<file path="src/hdl/ebig_pkg.sv">
// constants shared by both ends of the external bus to isa glue
// assumes one system clock; no software-visible registers in the glue
package ebig_pkg;

  // ****************************************
  // bus widths
  // ****************************************
  localparam int BUS_DATA_W = 16;
  localparam int BUS_ADDR_W = 24;
  localparam int CPU_ADDR_W = 32;
  localparam int NUM_BANKS  = 4;
  localparam int WAIT_W     = 4;

  // ****************************************
  // processor address map
  // ****************************************
  localparam int         REGION_LSB      = 27;
  localparam logic [4:0] EXT_REGION      = 5'h0c;
  localparam int         BANK_LSB        = 25;
  localparam int         BANK_W          = 2;
  localparam logic [1:0] NIC_BANK        = 2'h2;
  localparam int         UPPER_ADDR_BIT  = 23;
  localparam int         SPACE_SEL_ADDR_BIT = 12;

  // ****************************************
  // wait states for the controller bank
  // ****************************************
  localparam logic [WAIT_W-1:0] NIC_MIN_WAIT = 4'h7;
  localparam logic [WAIT_W-1:0] NIC_REC_WAIT = 4'h8;

  // ****************************************
  // controller address decode
  // ****************************************
  localparam logic [BUS_ADDR_W-1:0] IO_BASE = 24'h000300;
  localparam int                    IO_WIN_BITS = 4;
  localparam logic [15:0]           MEM_BASE_SETTING = 16'h1000;
  localparam logic [15:0]           MEM_BASE_RESET   = 16'h0000;
  localparam int                    MEM_WIN_BITS = 5;
  localparam logic [2:0]            PORT_RX_DATA  = 3'h0;
  localparam logic [2:0]            PORT_STATUS   = 3'h1;
  localparam logic [2:0]            PORT_MEM_BASE = 3'h2;

endpackage

</file>
<file path="src/hdl/ebig_isa_if.sv">
// isa-side wires between the glue (host modport) and the controller
// the data bus is split; each end reads the other's lane directly and nothing resolves sd
`timescale 1ns/10ps
`default_nettype none
interface ebig_isa_if;
  import ebig_pkg::*;
  logic [BUS_ADDR_W-1:0] sa;
  logic [BUS_DATA_W-1:0] sd_host;
  logic                  sd_host_oe;
  logic [BUS_DATA_W-1:0] sd_ctrl;
  logic                  sd_ctrl_oe;
  logic                  ior_n;
  logic                  iow_n;
  logic                  memr_n;
  logic                  memw_n;
  logic                  sbhe_n;
  logic                  nic_reset_n;
  logic                  intrq;

  modport host (
    output sa, sd_host, sd_host_oe, ior_n, iow_n, memr_n, memw_n, sbhe_n, nic_reset_n,
    input  sd_ctrl, sd_ctrl_oe, intrq
  );
  modport ctrl (
    input  sa, sd_host, sd_host_oe, ior_n, iow_n, memr_n, memw_n, sbhe_n, nic_reset_n,
    output sd_ctrl, sd_ctrl_oe, intrq
  );
endinterface
`default_nettype wire

</file>
<file path="src/hdl/ebig_host_end.sv">
// processor end: external bus with four banks plus isa glue for bank two
// assumes requests arrive synchronous to i_sys_clk, one at a time
//
// Notes on behaviour
// - 16-bit data, 24-bit address, non-multiplexed bus
// - four banks of 32 megabytes each
// - wait states set per bank
// - controller enabled by bank two and upper bit
// - space bit low selects io space
// - space bit high selects memory space
// - io base 0x300 left at default
// - controller bank needs at least seven waits
// - eight waits recommended for margin
// - received bytes little-endian within each word
// - gpio level drives controller reset
// - controller interrupt reaches processor interrupt input
// - byte-high enable tied to address bit zero
`timescale 1ns/10ps
`default_nettype none
module ebig_host_end
  import ebig_pkg::*;
#(
  parameter logic [WAIT_W-1:0] NIC_WAIT_DEFAULT = NIC_REC_WAIT
) (
  // clock and reset
  input  wire logic                        i_sys_clk,
  input  wire logic                        i_reset_n,
  // processor request
  input  wire logic                        i_req_valid,
  input  wire logic [CPU_ADDR_W-1:0]       i_req_addr,
  input  wire logic                        i_req_write,
  input  wire logic                        i_req_byte,
  input  wire logic [BUS_DATA_W-1:0]       i_req_wdata,
  output logic                             o_req_ready,
  // processor answer
  output logic                             o_rsp_valid,
  output logic [BUS_DATA_W-1:0]            o_rsp_rdata,
  // configuration and side signals
  input  wire logic [NUM_BANKS*WAIT_W-1:0] i_bank_wait,
  input  wire logic                        i_nic_reset,
  output logic                             o_ext_irq,
  // isa side
  ebig_isa_if.host                         isa
);

  // ****************************************
  // state
  // ****************************************
  typedef enum logic [1:0] {EBIG_IDLE, EBIG_STROBE, EBIG_RECOVER} ebig_state_e;

  ebig_state_e             state;
  logic [WAIT_W-1:0]       wait_cnt;
  logic                    nic_sel;
  logic                    cur_write;
  logic                    cur_byte;
  logic                    cur_odd;

  // ****************************************
  // request decode
  // ****************************************
  logic                    in_region;
  logic [BANK_W-1:0]       bank;
  logic [BUS_ADDR_W-1:0]   offset;
  logic                    hit_nic;
  logic                    space_mem;
  logic [WAIT_W-1:0]       cfg_wait;
  logic [WAIT_W-1:0]       eff_wait;
  logic                    accept;

  assign in_region = (i_req_addr[CPU_ADDR_W-1:REGION_LSB] == EXT_REGION);
  assign bank      = i_req_addr[BANK_LSB +: BANK_W];
  assign offset    = i_req_addr[BUS_ADDR_W-1:0];
  assign hit_nic   = in_region && (bank == NIC_BANK)
                     && offset[UPPER_ADDR_BIT];
  assign space_mem = offset[SPACE_SEL_ADDR_BIT];
  assign cfg_wait  = i_bank_wait[bank*WAIT_W +: WAIT_W];
  // ready gates the take so a request at the first edge after reset waits
  assign accept    = (state == EBIG_IDLE) && i_req_valid && o_req_ready;

  // a zero field on the controller bank means "use the safe default"
  always_comb begin
    eff_wait = cfg_wait;
    if (bank == NIC_BANK) begin
      if (cfg_wait == '0) begin
        eff_wait = NIC_WAIT_DEFAULT;
      end else if (cfg_wait < NIC_MIN_WAIT) begin
        eff_wait = NIC_MIN_WAIT;
      end
    end
  end

  // ****************************************
  // access sequencer
  // ****************************************
  always_ff @(posedge i_sys_clk) begin
    if (!i_reset_n) begin
      state     <= EBIG_IDLE;
      wait_cnt  <= '0;
      nic_sel   <= 1'b0;
      cur_write <= 1'b0;
      cur_byte  <= 1'b0;
      cur_odd   <= 1'b0;
    end else begin
      unique case (state)
        EBIG_IDLE: begin
          if (accept) begin
            nic_sel   <= hit_nic;
            cur_write <= i_req_write;
            cur_byte  <= i_req_byte;
            cur_odd   <= offset[0];
            wait_cnt  <= eff_wait;
            // addresses outside the four banks finish without a bus cycle
            state     <= in_region ? EBIG_STROBE : EBIG_RECOVER;
          end
        end
        EBIG_STROBE: begin
          if (wait_cnt == '0) begin
            state <= EBIG_RECOVER;
          end else begin
            wait_cnt <= wait_cnt - 1'b1;
          end
        end
        EBIG_RECOVER: begin
          state <= EBIG_IDLE;
        end
      endcase
    end
  end

  always_ff @(posedge i_sys_clk) begin
    if (!i_reset_n) begin
      o_req_ready <= 1'b0;
    end else begin
      o_req_ready <= (state == EBIG_RECOVER) || ((state == EBIG_IDLE) && !accept);
    end
  end

  // ****************************************
  // isa address, byte enable and strobes
  // ****************************************
  always_ff @(posedge i_sys_clk) begin
    if (!i_reset_n) begin
      isa.sa     <= '0;
      isa.sbhe_n <= 1'b0;
      isa.ior_n  <= 1'b1;
      isa.iow_n  <= 1'b1;
      isa.memr_n <= 1'b1;
      isa.memw_n <= 1'b1;
    end else if (accept) begin
      isa.sa     <= offset;
      isa.sbhe_n <= offset[0];
      // strobes only for the decoded controller window
      isa.ior_n  <= !(hit_nic && !space_mem && !i_req_write);
      isa.iow_n  <= !(hit_nic && !space_mem &&  i_req_write);
      isa.memr_n <= !(hit_nic &&  space_mem && !i_req_write);
      isa.memw_n <= !(hit_nic &&  space_mem &&  i_req_write);
    end else if ((state == EBIG_STROBE) && (wait_cnt == '0)) begin
      isa.ior_n  <= 1'b1;
      isa.iow_n  <= 1'b1;
      isa.memr_n <= 1'b1;
      isa.memw_n <= 1'b1;
    end
  end

  // ****************************************
  // write data
  // ****************************************
  // byte writes go on both lanes so an 8-bit controller sees them too
  always_ff @(posedge i_sys_clk) begin
    if (!i_reset_n) begin
      isa.sd_host    <= '0;
      isa.sd_host_oe <= 1'b0;
    end else if (accept) begin
      isa.sd_host    <= i_req_byte ? {i_req_wdata[7:0], i_req_wdata[7:0]} : i_req_wdata;
      isa.sd_host_oe <= hit_nic && i_req_write;
    end else if ((state == EBIG_STROBE) && (wait_cnt == '0)) begin
      isa.sd_host_oe <= 1'b0;
    end
  end

  // ****************************************
  // read data and answer
  // ****************************************
  // sampled in the last strobe cycle; the word keeps wire order,
  // first byte low, second byte high
  always_ff @(posedge i_sys_clk) begin
    if (!i_reset_n) begin
      o_rsp_valid <= 1'b0;
      o_rsp_rdata <= '0;
    end else begin
      o_rsp_valid <= 1'b0;
      if ((state == EBIG_IDLE) && accept && !in_region) begin
        o_rsp_valid <= 1'b1;
        o_rsp_rdata <= '0;
      end else if ((state == EBIG_STROBE) && (wait_cnt == '0)) begin
        o_rsp_valid <= 1'b1;
        if (!nic_sel || cur_write) begin
          o_rsp_rdata <= '0;
        end else if (cur_byte) begin
          o_rsp_rdata <= {8'h00, cur_odd ? isa.sd_ctrl[15:8] : isa.sd_ctrl[7:0]};
        end else begin
          o_rsp_rdata <= isa.sd_ctrl;
        end
      end
    end
  end

  // ****************************************
  // reset and interrupt wiring
  // ****************************************
  always_ff @(posedge i_sys_clk) begin
    if (!i_reset_n) begin
      isa.nic_reset_n <= 1'b1;
      o_ext_irq       <= 1'b0;
    end else begin
      isa.nic_reset_n <= !i_nic_reset;
      o_ext_irq       <= isa.intrq;
    end
  end

endmodule
`default_nettype wire

</file>
<file path="src/flat_wrapper.sv">
// flat-port wrapper written by rule: the top's interface ports become plain ports
module ebig_host_end_flat import ebig_pkg::*;
#(
  parameter logic [WAIT_W-1:0] NIC_WAIT_DEFAULT = NIC_REC_WAIT
)
  (i_sys_clk, i_reset_n, i_req_valid, i_req_addr, i_req_write, i_req_byte, i_req_wdata, o_req_ready, o_rsp_valid, o_rsp_rdata, i_bank_wait, i_nic_reset, o_ext_irq, isa_sa, isa_sd_host, isa_sd_host_oe, isa_ior_n, isa_iow_n, isa_memr_n, isa_memw_n, isa_sbhe_n, isa_nic_reset_n, isa_sd_ctrl, isa_sd_ctrl_oe, isa_intrq);
  ebig_isa_if isa_i ();
  input  wire logic i_sys_clk;
  input  wire logic i_reset_n;
  input  wire logic i_req_valid;
  input  wire logic [CPU_ADDR_W-1:0] i_req_addr;
  input  wire logic i_req_write;
  input  wire logic i_req_byte;
  input  wire logic [BUS_DATA_W-1:0] i_req_wdata;
  output logic o_req_ready;
  output logic o_rsp_valid;
  output logic [BUS_DATA_W-1:0] o_rsp_rdata;
  input  wire logic [NUM_BANKS*WAIT_W-1:0] i_bank_wait;
  input  wire logic i_nic_reset;
  output logic o_ext_irq;
  output wire logic [$bits(isa_i.sa)-1:0] isa_sa;
  output wire logic [$bits(isa_i.sd_host)-1:0] isa_sd_host;
  output wire logic [$bits(isa_i.sd_host_oe)-1:0] isa_sd_host_oe;
  output wire logic [$bits(isa_i.ior_n)-1:0] isa_ior_n;
  output wire logic [$bits(isa_i.iow_n)-1:0] isa_iow_n;
  output wire logic [$bits(isa_i.memr_n)-1:0] isa_memr_n;
  output wire logic [$bits(isa_i.memw_n)-1:0] isa_memw_n;
  output wire logic [$bits(isa_i.sbhe_n)-1:0] isa_sbhe_n;
  output wire logic [$bits(isa_i.nic_reset_n)-1:0] isa_nic_reset_n;
  input wire logic [$bits(isa_i.sd_ctrl)-1:0] isa_sd_ctrl;
  input wire logic [$bits(isa_i.sd_ctrl_oe)-1:0] isa_sd_ctrl_oe;
  input wire logic [$bits(isa_i.intrq)-1:0] isa_intrq;
  assign isa_sa = isa_i.sa;
  assign isa_sd_host = isa_i.sd_host;
  assign isa_sd_host_oe = isa_i.sd_host_oe;
  assign isa_ior_n = isa_i.ior_n;
  assign isa_iow_n = isa_i.iow_n;
  assign isa_memr_n = isa_i.memr_n;
  assign isa_memw_n = isa_i.memw_n;
  assign isa_sbhe_n = isa_i.sbhe_n;
  assign isa_nic_reset_n = isa_i.nic_reset_n;
  assign isa_i.sd_ctrl = isa_sd_ctrl;
  assign isa_i.sd_ctrl_oe = isa_sd_ctrl_oe;
  assign isa_i.intrq = isa_intrq;
  ebig_host_end #(.NIC_WAIT_DEFAULT(NIC_WAIT_DEFAULT)) u_core (.i_sys_clk(i_sys_clk), .i_reset_n(i_reset_n), .i_req_valid(i_req_valid), .i_req_addr(i_req_addr), .i_req_write(i_req_write), .i_req_byte(i_req_byte), .i_req_wdata(i_req_wdata), .o_req_ready(o_req_ready), .o_rsp_valid(o_rsp_valid), .o_rsp_rdata(o_rsp_rdata), .i_bank_wait(i_bank_wait), .i_nic_reset(i_nic_reset), .o_ext_irq(o_ext_irq), .isa(isa_i));
endmodule
</file>
<file path="config.mk">
export PLATFORM = sky130hd
export DESIGN_NAME = ebig_host_end_flat
export DESIGN_NICKNAME = d
export VERILOG_FILES = /design/src/hdl/ebig_pkg.sv /design/src/hdl/ebig_isa_if.sv /design/src/hdl/ebig_host_end.sv /design/src/flat_wrapper.sv
export SDC_FILE = /design/constraint.sdc
export NUM_CORES = 1
export LEC_CHECK = 0
export ABC_AREA = 1
export BUFFER_PORTS_ARGS = -buffer_cell sky130_fd_sc_hd__buf_2
export CAP_MARGIN = 10
export CORE_ASPECT_RATIO = 1.4
export CORE_MARGIN = 4
export CORE_UTILIZATION = 45
export CTS_BUF_LIST = sky130_fd_sc_hd__clkbuf_2 sky130_fd_sc_hd__clkbuf_4 sky130_fd_sc_hd__clkbuf_8
export DETAILED_ROUTE_END_ITERATION = 8
export PLACE_DENSITY = 0.75
export SYNTH_ARGS = -nofsm -noshare
export SYNTH_HDL_FRONTEND = slang
export SYNTH_SLANG_ARGS = --single-unit
</file>
<file path="constraint.sdc">
create_clock -name i_sys_clk -period 4.75 [get_ports i_sys_clk]
set_clock_uncertainty 0.2 [all_clocks]
set_input_delay 0.475 -clock i_sys_clk [delete_from_list [all_inputs] [get_ports i_sys_clk]]
set_output_delay 0.475 -clock i_sys_clk [all_outputs]
set_load 0.1 [all_outputs]
</file>
[After elaboration in Yosys (flattened, before gate mapping)]
Cells that the tools add are included.
Storage, ports and cells
  register bits: 76
  logic and storage cells: 89
Operators by class
  add/subtract/negate cells: 1
  $lt $le $gt $ge: 1
  eq/ne operators: 7
  shift-type cells: 1
  multiplexer cells: 23
  bitwise logic cells: 1
  reduce and logical (&&, ||, !) cells: 36
Operators with widths (number)
  $mux 16: 3
  $mux 4: 5
  $shiftx 16x5->4: 1
  $logic_and 1x1->1: 15
  $logic_not 1->1: 10
  $mux 1: 9
  $logic_not 4->1: 2
  $mux 8: 1
  $pmux 4 s2: 1
  $mux 2: 3
  $pmux 2 s3: 1
  $eq 5x4->1 const B: 1
  $eq 2x2->1 const B: 2
  $lt 4x3->1 const B: 1
  $ne 2x2->1 const B: 2
  $reduce_and 2->1: 2
  $reduce_bool 2->1: 2
  $sub 4x1->4 const B: 1
  $reduce_and 3->1: 1
  $eq 2x1->1 const B: 1
  $logic_not 2->1: 1
  $logic_or 1x1->1: 2
  $ne 2x1->1 const B: 1
  $reduce_or 2->1: 1
  $not 1->1: 1

[Longest topological paths before layout]
  depth after elaboration: 7
  gate-level depth with buffers: 11

[Worst setup path before layout]
OpenSTA, ideal clock, no wires.
  path kind: reg2out
  start: reg u_core.isa.sa[0]
  end: out isa_sa[0]
  arrival: 1.374 ns
  data required time: 4.075 ns
  path slack: 2.701 ns
  stages on the path, launching flop included: 2
  buffers on the path: 1
  cells stage by stage: dfxtp_1 -> buf_4
RTL lines
  start: declaration: RTL line ebig_isa_if.sv:21  | output sa, sd_host, sd_host_oe, ior_n, iow_n, memr_n, memw_n, sbhe_n, nic_reset_n,
  start signal: assignment: RTL line ebig_host_end.sv:150  | isa.sa <= offset;
  end: declaration: RTL line flat_wrapper.sv:21  | output wire logic [$bits(isa_i.sa)-1:0] isa_sa;
No word-level cell between the ends.

[Worst setup path in the final report]
  start: reg u_core.state[0]
  end: reg u_core.o_rsp_rdata[14]
Between the ends
  cells in the longest elaborated chain, start to end: 6
  elaborated cells on any way between the ends: 8
  those cells by class: 1 x eq/ne; 7 x reduce/logical
Ends and longest elaborated chain
  start: declaration: RTL line ebig_host_end.sv:51  | ebig_state_e state;
  start signal: assignment: RTL line ebig_host_end.sv:113  | state <= in_region ? EBIG_STROBE : EBIG_RECOVER;
  $logic_not 2->1: RTL line ebig_host_end.sv:78, ebig_host_end.sv:192
  $logic_and 1x1->1 (2 in series): RTL line ebig_host_end.sv:78  | assign accept = (state == EBIG_IDLE) && i_req_valid && o_req_ready;
  $logic_and 1x1->1 (2 in series): RTL line ebig_host_end.sv:192  | if ((state == EBIG_IDLE) && accept && !in_region) begin
  $reduce_or 2->1 (no source line)
  end signal: assignment: RTL line ebig_host_end.sv:200  | o_rsp_rdata <= {8'h00, cur_odd ? isa.sd_ctrl[15:8] : isa.sd_ctrl[7:0]};
  end signal: assignment: RTL line ebig_host_end.sv:202  | o_rsp_rdata <= isa.sd_ctrl;
  end: declaration: RTL line ebig_host_end.sv:37  | output logic [BUS_DATA_W-1:0] o_rsp_rdata,
Parallel ways exist; a longest one is shown, timed or not.
A chain may end at the register's enable or synchronous reset.

==> results.cfg <==
[outcome]
status = finished, final reports clean

[finish]
drive_gt1_frac = 0.370
n_antenna_cell = 0
multiInputGateArea_um2 = 1570
n_fill_cell = 682
final_core_util = 0.601
seq_area_um2 = 1500
area_delta_synth_final_pct = 28.2
num-nets-final = 649

[synthesis]
syn-num-nets = 507
synth.lib_cells_used.distinct = 33
synth.most_common_cell = nand2_1
async_flop_share = 0
synth_flop_cell = dfxtp_1
synth_area_um2 = 3320
ys_top_cells_by_area = dfxtp_1, nand2_1, a21oi_1
synth-seq-cells = 75
synth_seq_area_share = 0.453
synth_edf_count = 0
avgSynthCellArea_um2 = 8.01
ys_warn_count = 0
yosysTopAreaCell = dfxtp_1
synthCells = 414
netlist_top_cells_count = nand2_1, dfxtp_1, a21oi_1, nor2_1, inv_1
yosysTopAreaCellShare = 0.453

[setup_path]
r2r_cells = 7
arrival_ns = 2.54
cp-end-kind = flip-flop
critPathKind = flip-flop to flip-flop
cp.required_ns = 4.77
path_max_fanout = 53
start_kind = flip-flop

[clock_network]
root_buffer = clkbuf_8
cts_made_buffers = 9
postCtsSetupRepairBufs = 0
cts_tree = yes
clk_latency_ns = 0.34
ctsHoldBuffers = 0
cts_buffer_depth = 2
clock-sinks = 75
cts_resized = 0
clk_pin_slew_ns = 0.07
htree_levels = 3

[power_and_ir_drop]
p_leak_nw = 2.01
irDropWorstVdd_mv = 0.400
finalPower_mw = 2.30
power_density_nw_per_um2 = 540

[grt]
antenna_found_initial = 0
grt_pass1_vias = 3046
grt_max_degree = 54
grt_usage = 0.193
grt_use_met2 = 0.338
grt_pass1_wl_mm = 13.3
top_usage_layer = met2
gr-usage-met1 = 0.214
met3_usage = 0.0574
overflow = 0

[die]
die_w_um = 80.5
die_area_um2 = 8820
core_area_um2 = 7070
start_util = 0.469
die_y_um = 110
ioPinCount = 154
row_count = 36

[placed_design]
post-place-ws_ns = 2.22
portBuffers = 151
dp_hpwl_mm = 6.30
routabilityCongestion = 0.765

[sta]
relSlewSlack = 0.530
period_minus_slack_ns = 2.52
finalSetupTns_ns = 0
post-route-period-util = 0.531
drv_slew = 0
final_hold_viol_count = 0
worst_pin_slew_ns = 0.705
grt_setup_unrepaired = no
setup_viol = 0
fmax_mhz = 397
hold_ws_ns = 0.0883
layout_setup_ws_ns = 2.23

[route]
via_per_inst = 4.85
drtAntennaViolNets = 0
drc_errors = 0
drt-total-wl_mm = 8.51
wire_per_inst_um = 13.0
drtPass1Iterations = 4
vias = 3177
first_iter_violations = 127

[hold_path]
min_path_type = input port to flip-flop
hold_path_depth = 2

[job]
drv_cap = 0
## layer usage
layer	routed length (µm)	share of wire
met5	0	0
met3	652	0.077
met1	3460	0.41
met2	4230	0.50
met4	165	0.019
## cell usage in the layout, fill, tap and decap left out, types with 10 or more instances in the layout
| cell | netlist | routed |
|---|---|---|
| a21oi_1 | 62 | 62 |
| buf_2 | 5 | 151 |
| clkbuf_8 | 0 | 10 |
| dfxtp_1 | 75 | 75 |
| inv_1 | 20 | 20 |
| nand2_1 | 121 | 121 |
| nand3_1 | 13 | 13 |
| nor2_1 | 21 | 21 |
| o21ai_0 | 17 | 17 |
## cell type report
| class | count | area share |
|---|---|---|
| Timing Repair Buffer | 152 | 0.180 |
| Tap cell | 95 | 0.0280 |
| Clock buffer | 11 | 0.0342 |
| Inverter | 26 | 0.0236 |
| Clock inverter | 4 | 0.0121 |
| Sequential cell | 75 | 0.353 |
| Multi-Input combinational cell | 292 | 0.369 |
## worst max-delay path: stages (launching register included)
cell and delay [ns]:
dfxtp_1 0.33, inv_1 0.09, ha_1 0.26, nand3_4 0.46, inv_4 0.59, nand2_2 0.12, nand2_2 0.25, nor2_1 0.09
## kinds of logic after synthesis
family | after synthesis | share of synthesized area
flops | 75 | 0.453
mux | 16 | 0.0513
compound gates | 94 | 0.156
buf+inv | 47 | 0.0740
fa+ha+maj | 5 | 0.0189
xor+xnor | 1 | 0.00264
simple gates | 176 | 0.244
## power breakdown
group | switching [mW] | internal (mW)
sequential | 0.0504 | 0.718
clock | 0.229 | 0.260
combinational | 0.820 | 0.219
total | 1.10 | 1.20
## through the flow
| stage | cell area, µm² | std cells |
|---|---|---|
| finish | 4250 | 655 |
| CTS | 4250 | 655 |
| detailed placement | 4050 | 640 |
| global route | 4250 | 655 |
| global placement | 4050 | 640 |
| floorplan | 3320 | 414 |
## worst paths after layout
kind / start / to / slack (ns)
max: u_core.state[0] / u_core.o_rsp_rdata[14] / 2.23
min: i_nic_reset / u_core.isa.nic_reset_n / 0.09
max reg2reg: u_core.state[0] / u_core.o_rsp_rdata[14] / 2.23
min reg2reg: u_core.isa.sa[1] / u_core.isa.sa[1] / 0.26
## state kept, by name, indices dropped and copies added (netlist names)
name and cells:
u_core.isa.sd_host 16, u_core.isa.sd_host_oe 1, u_core.isa.iow_n 1, u_core.o_rsp_valid 1
u_core.o_req_ready 1, u_core.o_ext_irq 1, u_core.wait_cnt 4, u_core.nic_sel 1
u_core.isa.memr_n 1, u_core.cur_write 1, u_core.o_rsp_rdata 16, u_core.isa.ior_n 1
u_core.isa.sa 24, u_core.cur_odd 1, u_core.isa.nic_reset_n 1, u_core.cur_byte 1
u_core.state 2, u_core.isa.memw_n 1
(Power assumes the default switching activity.)
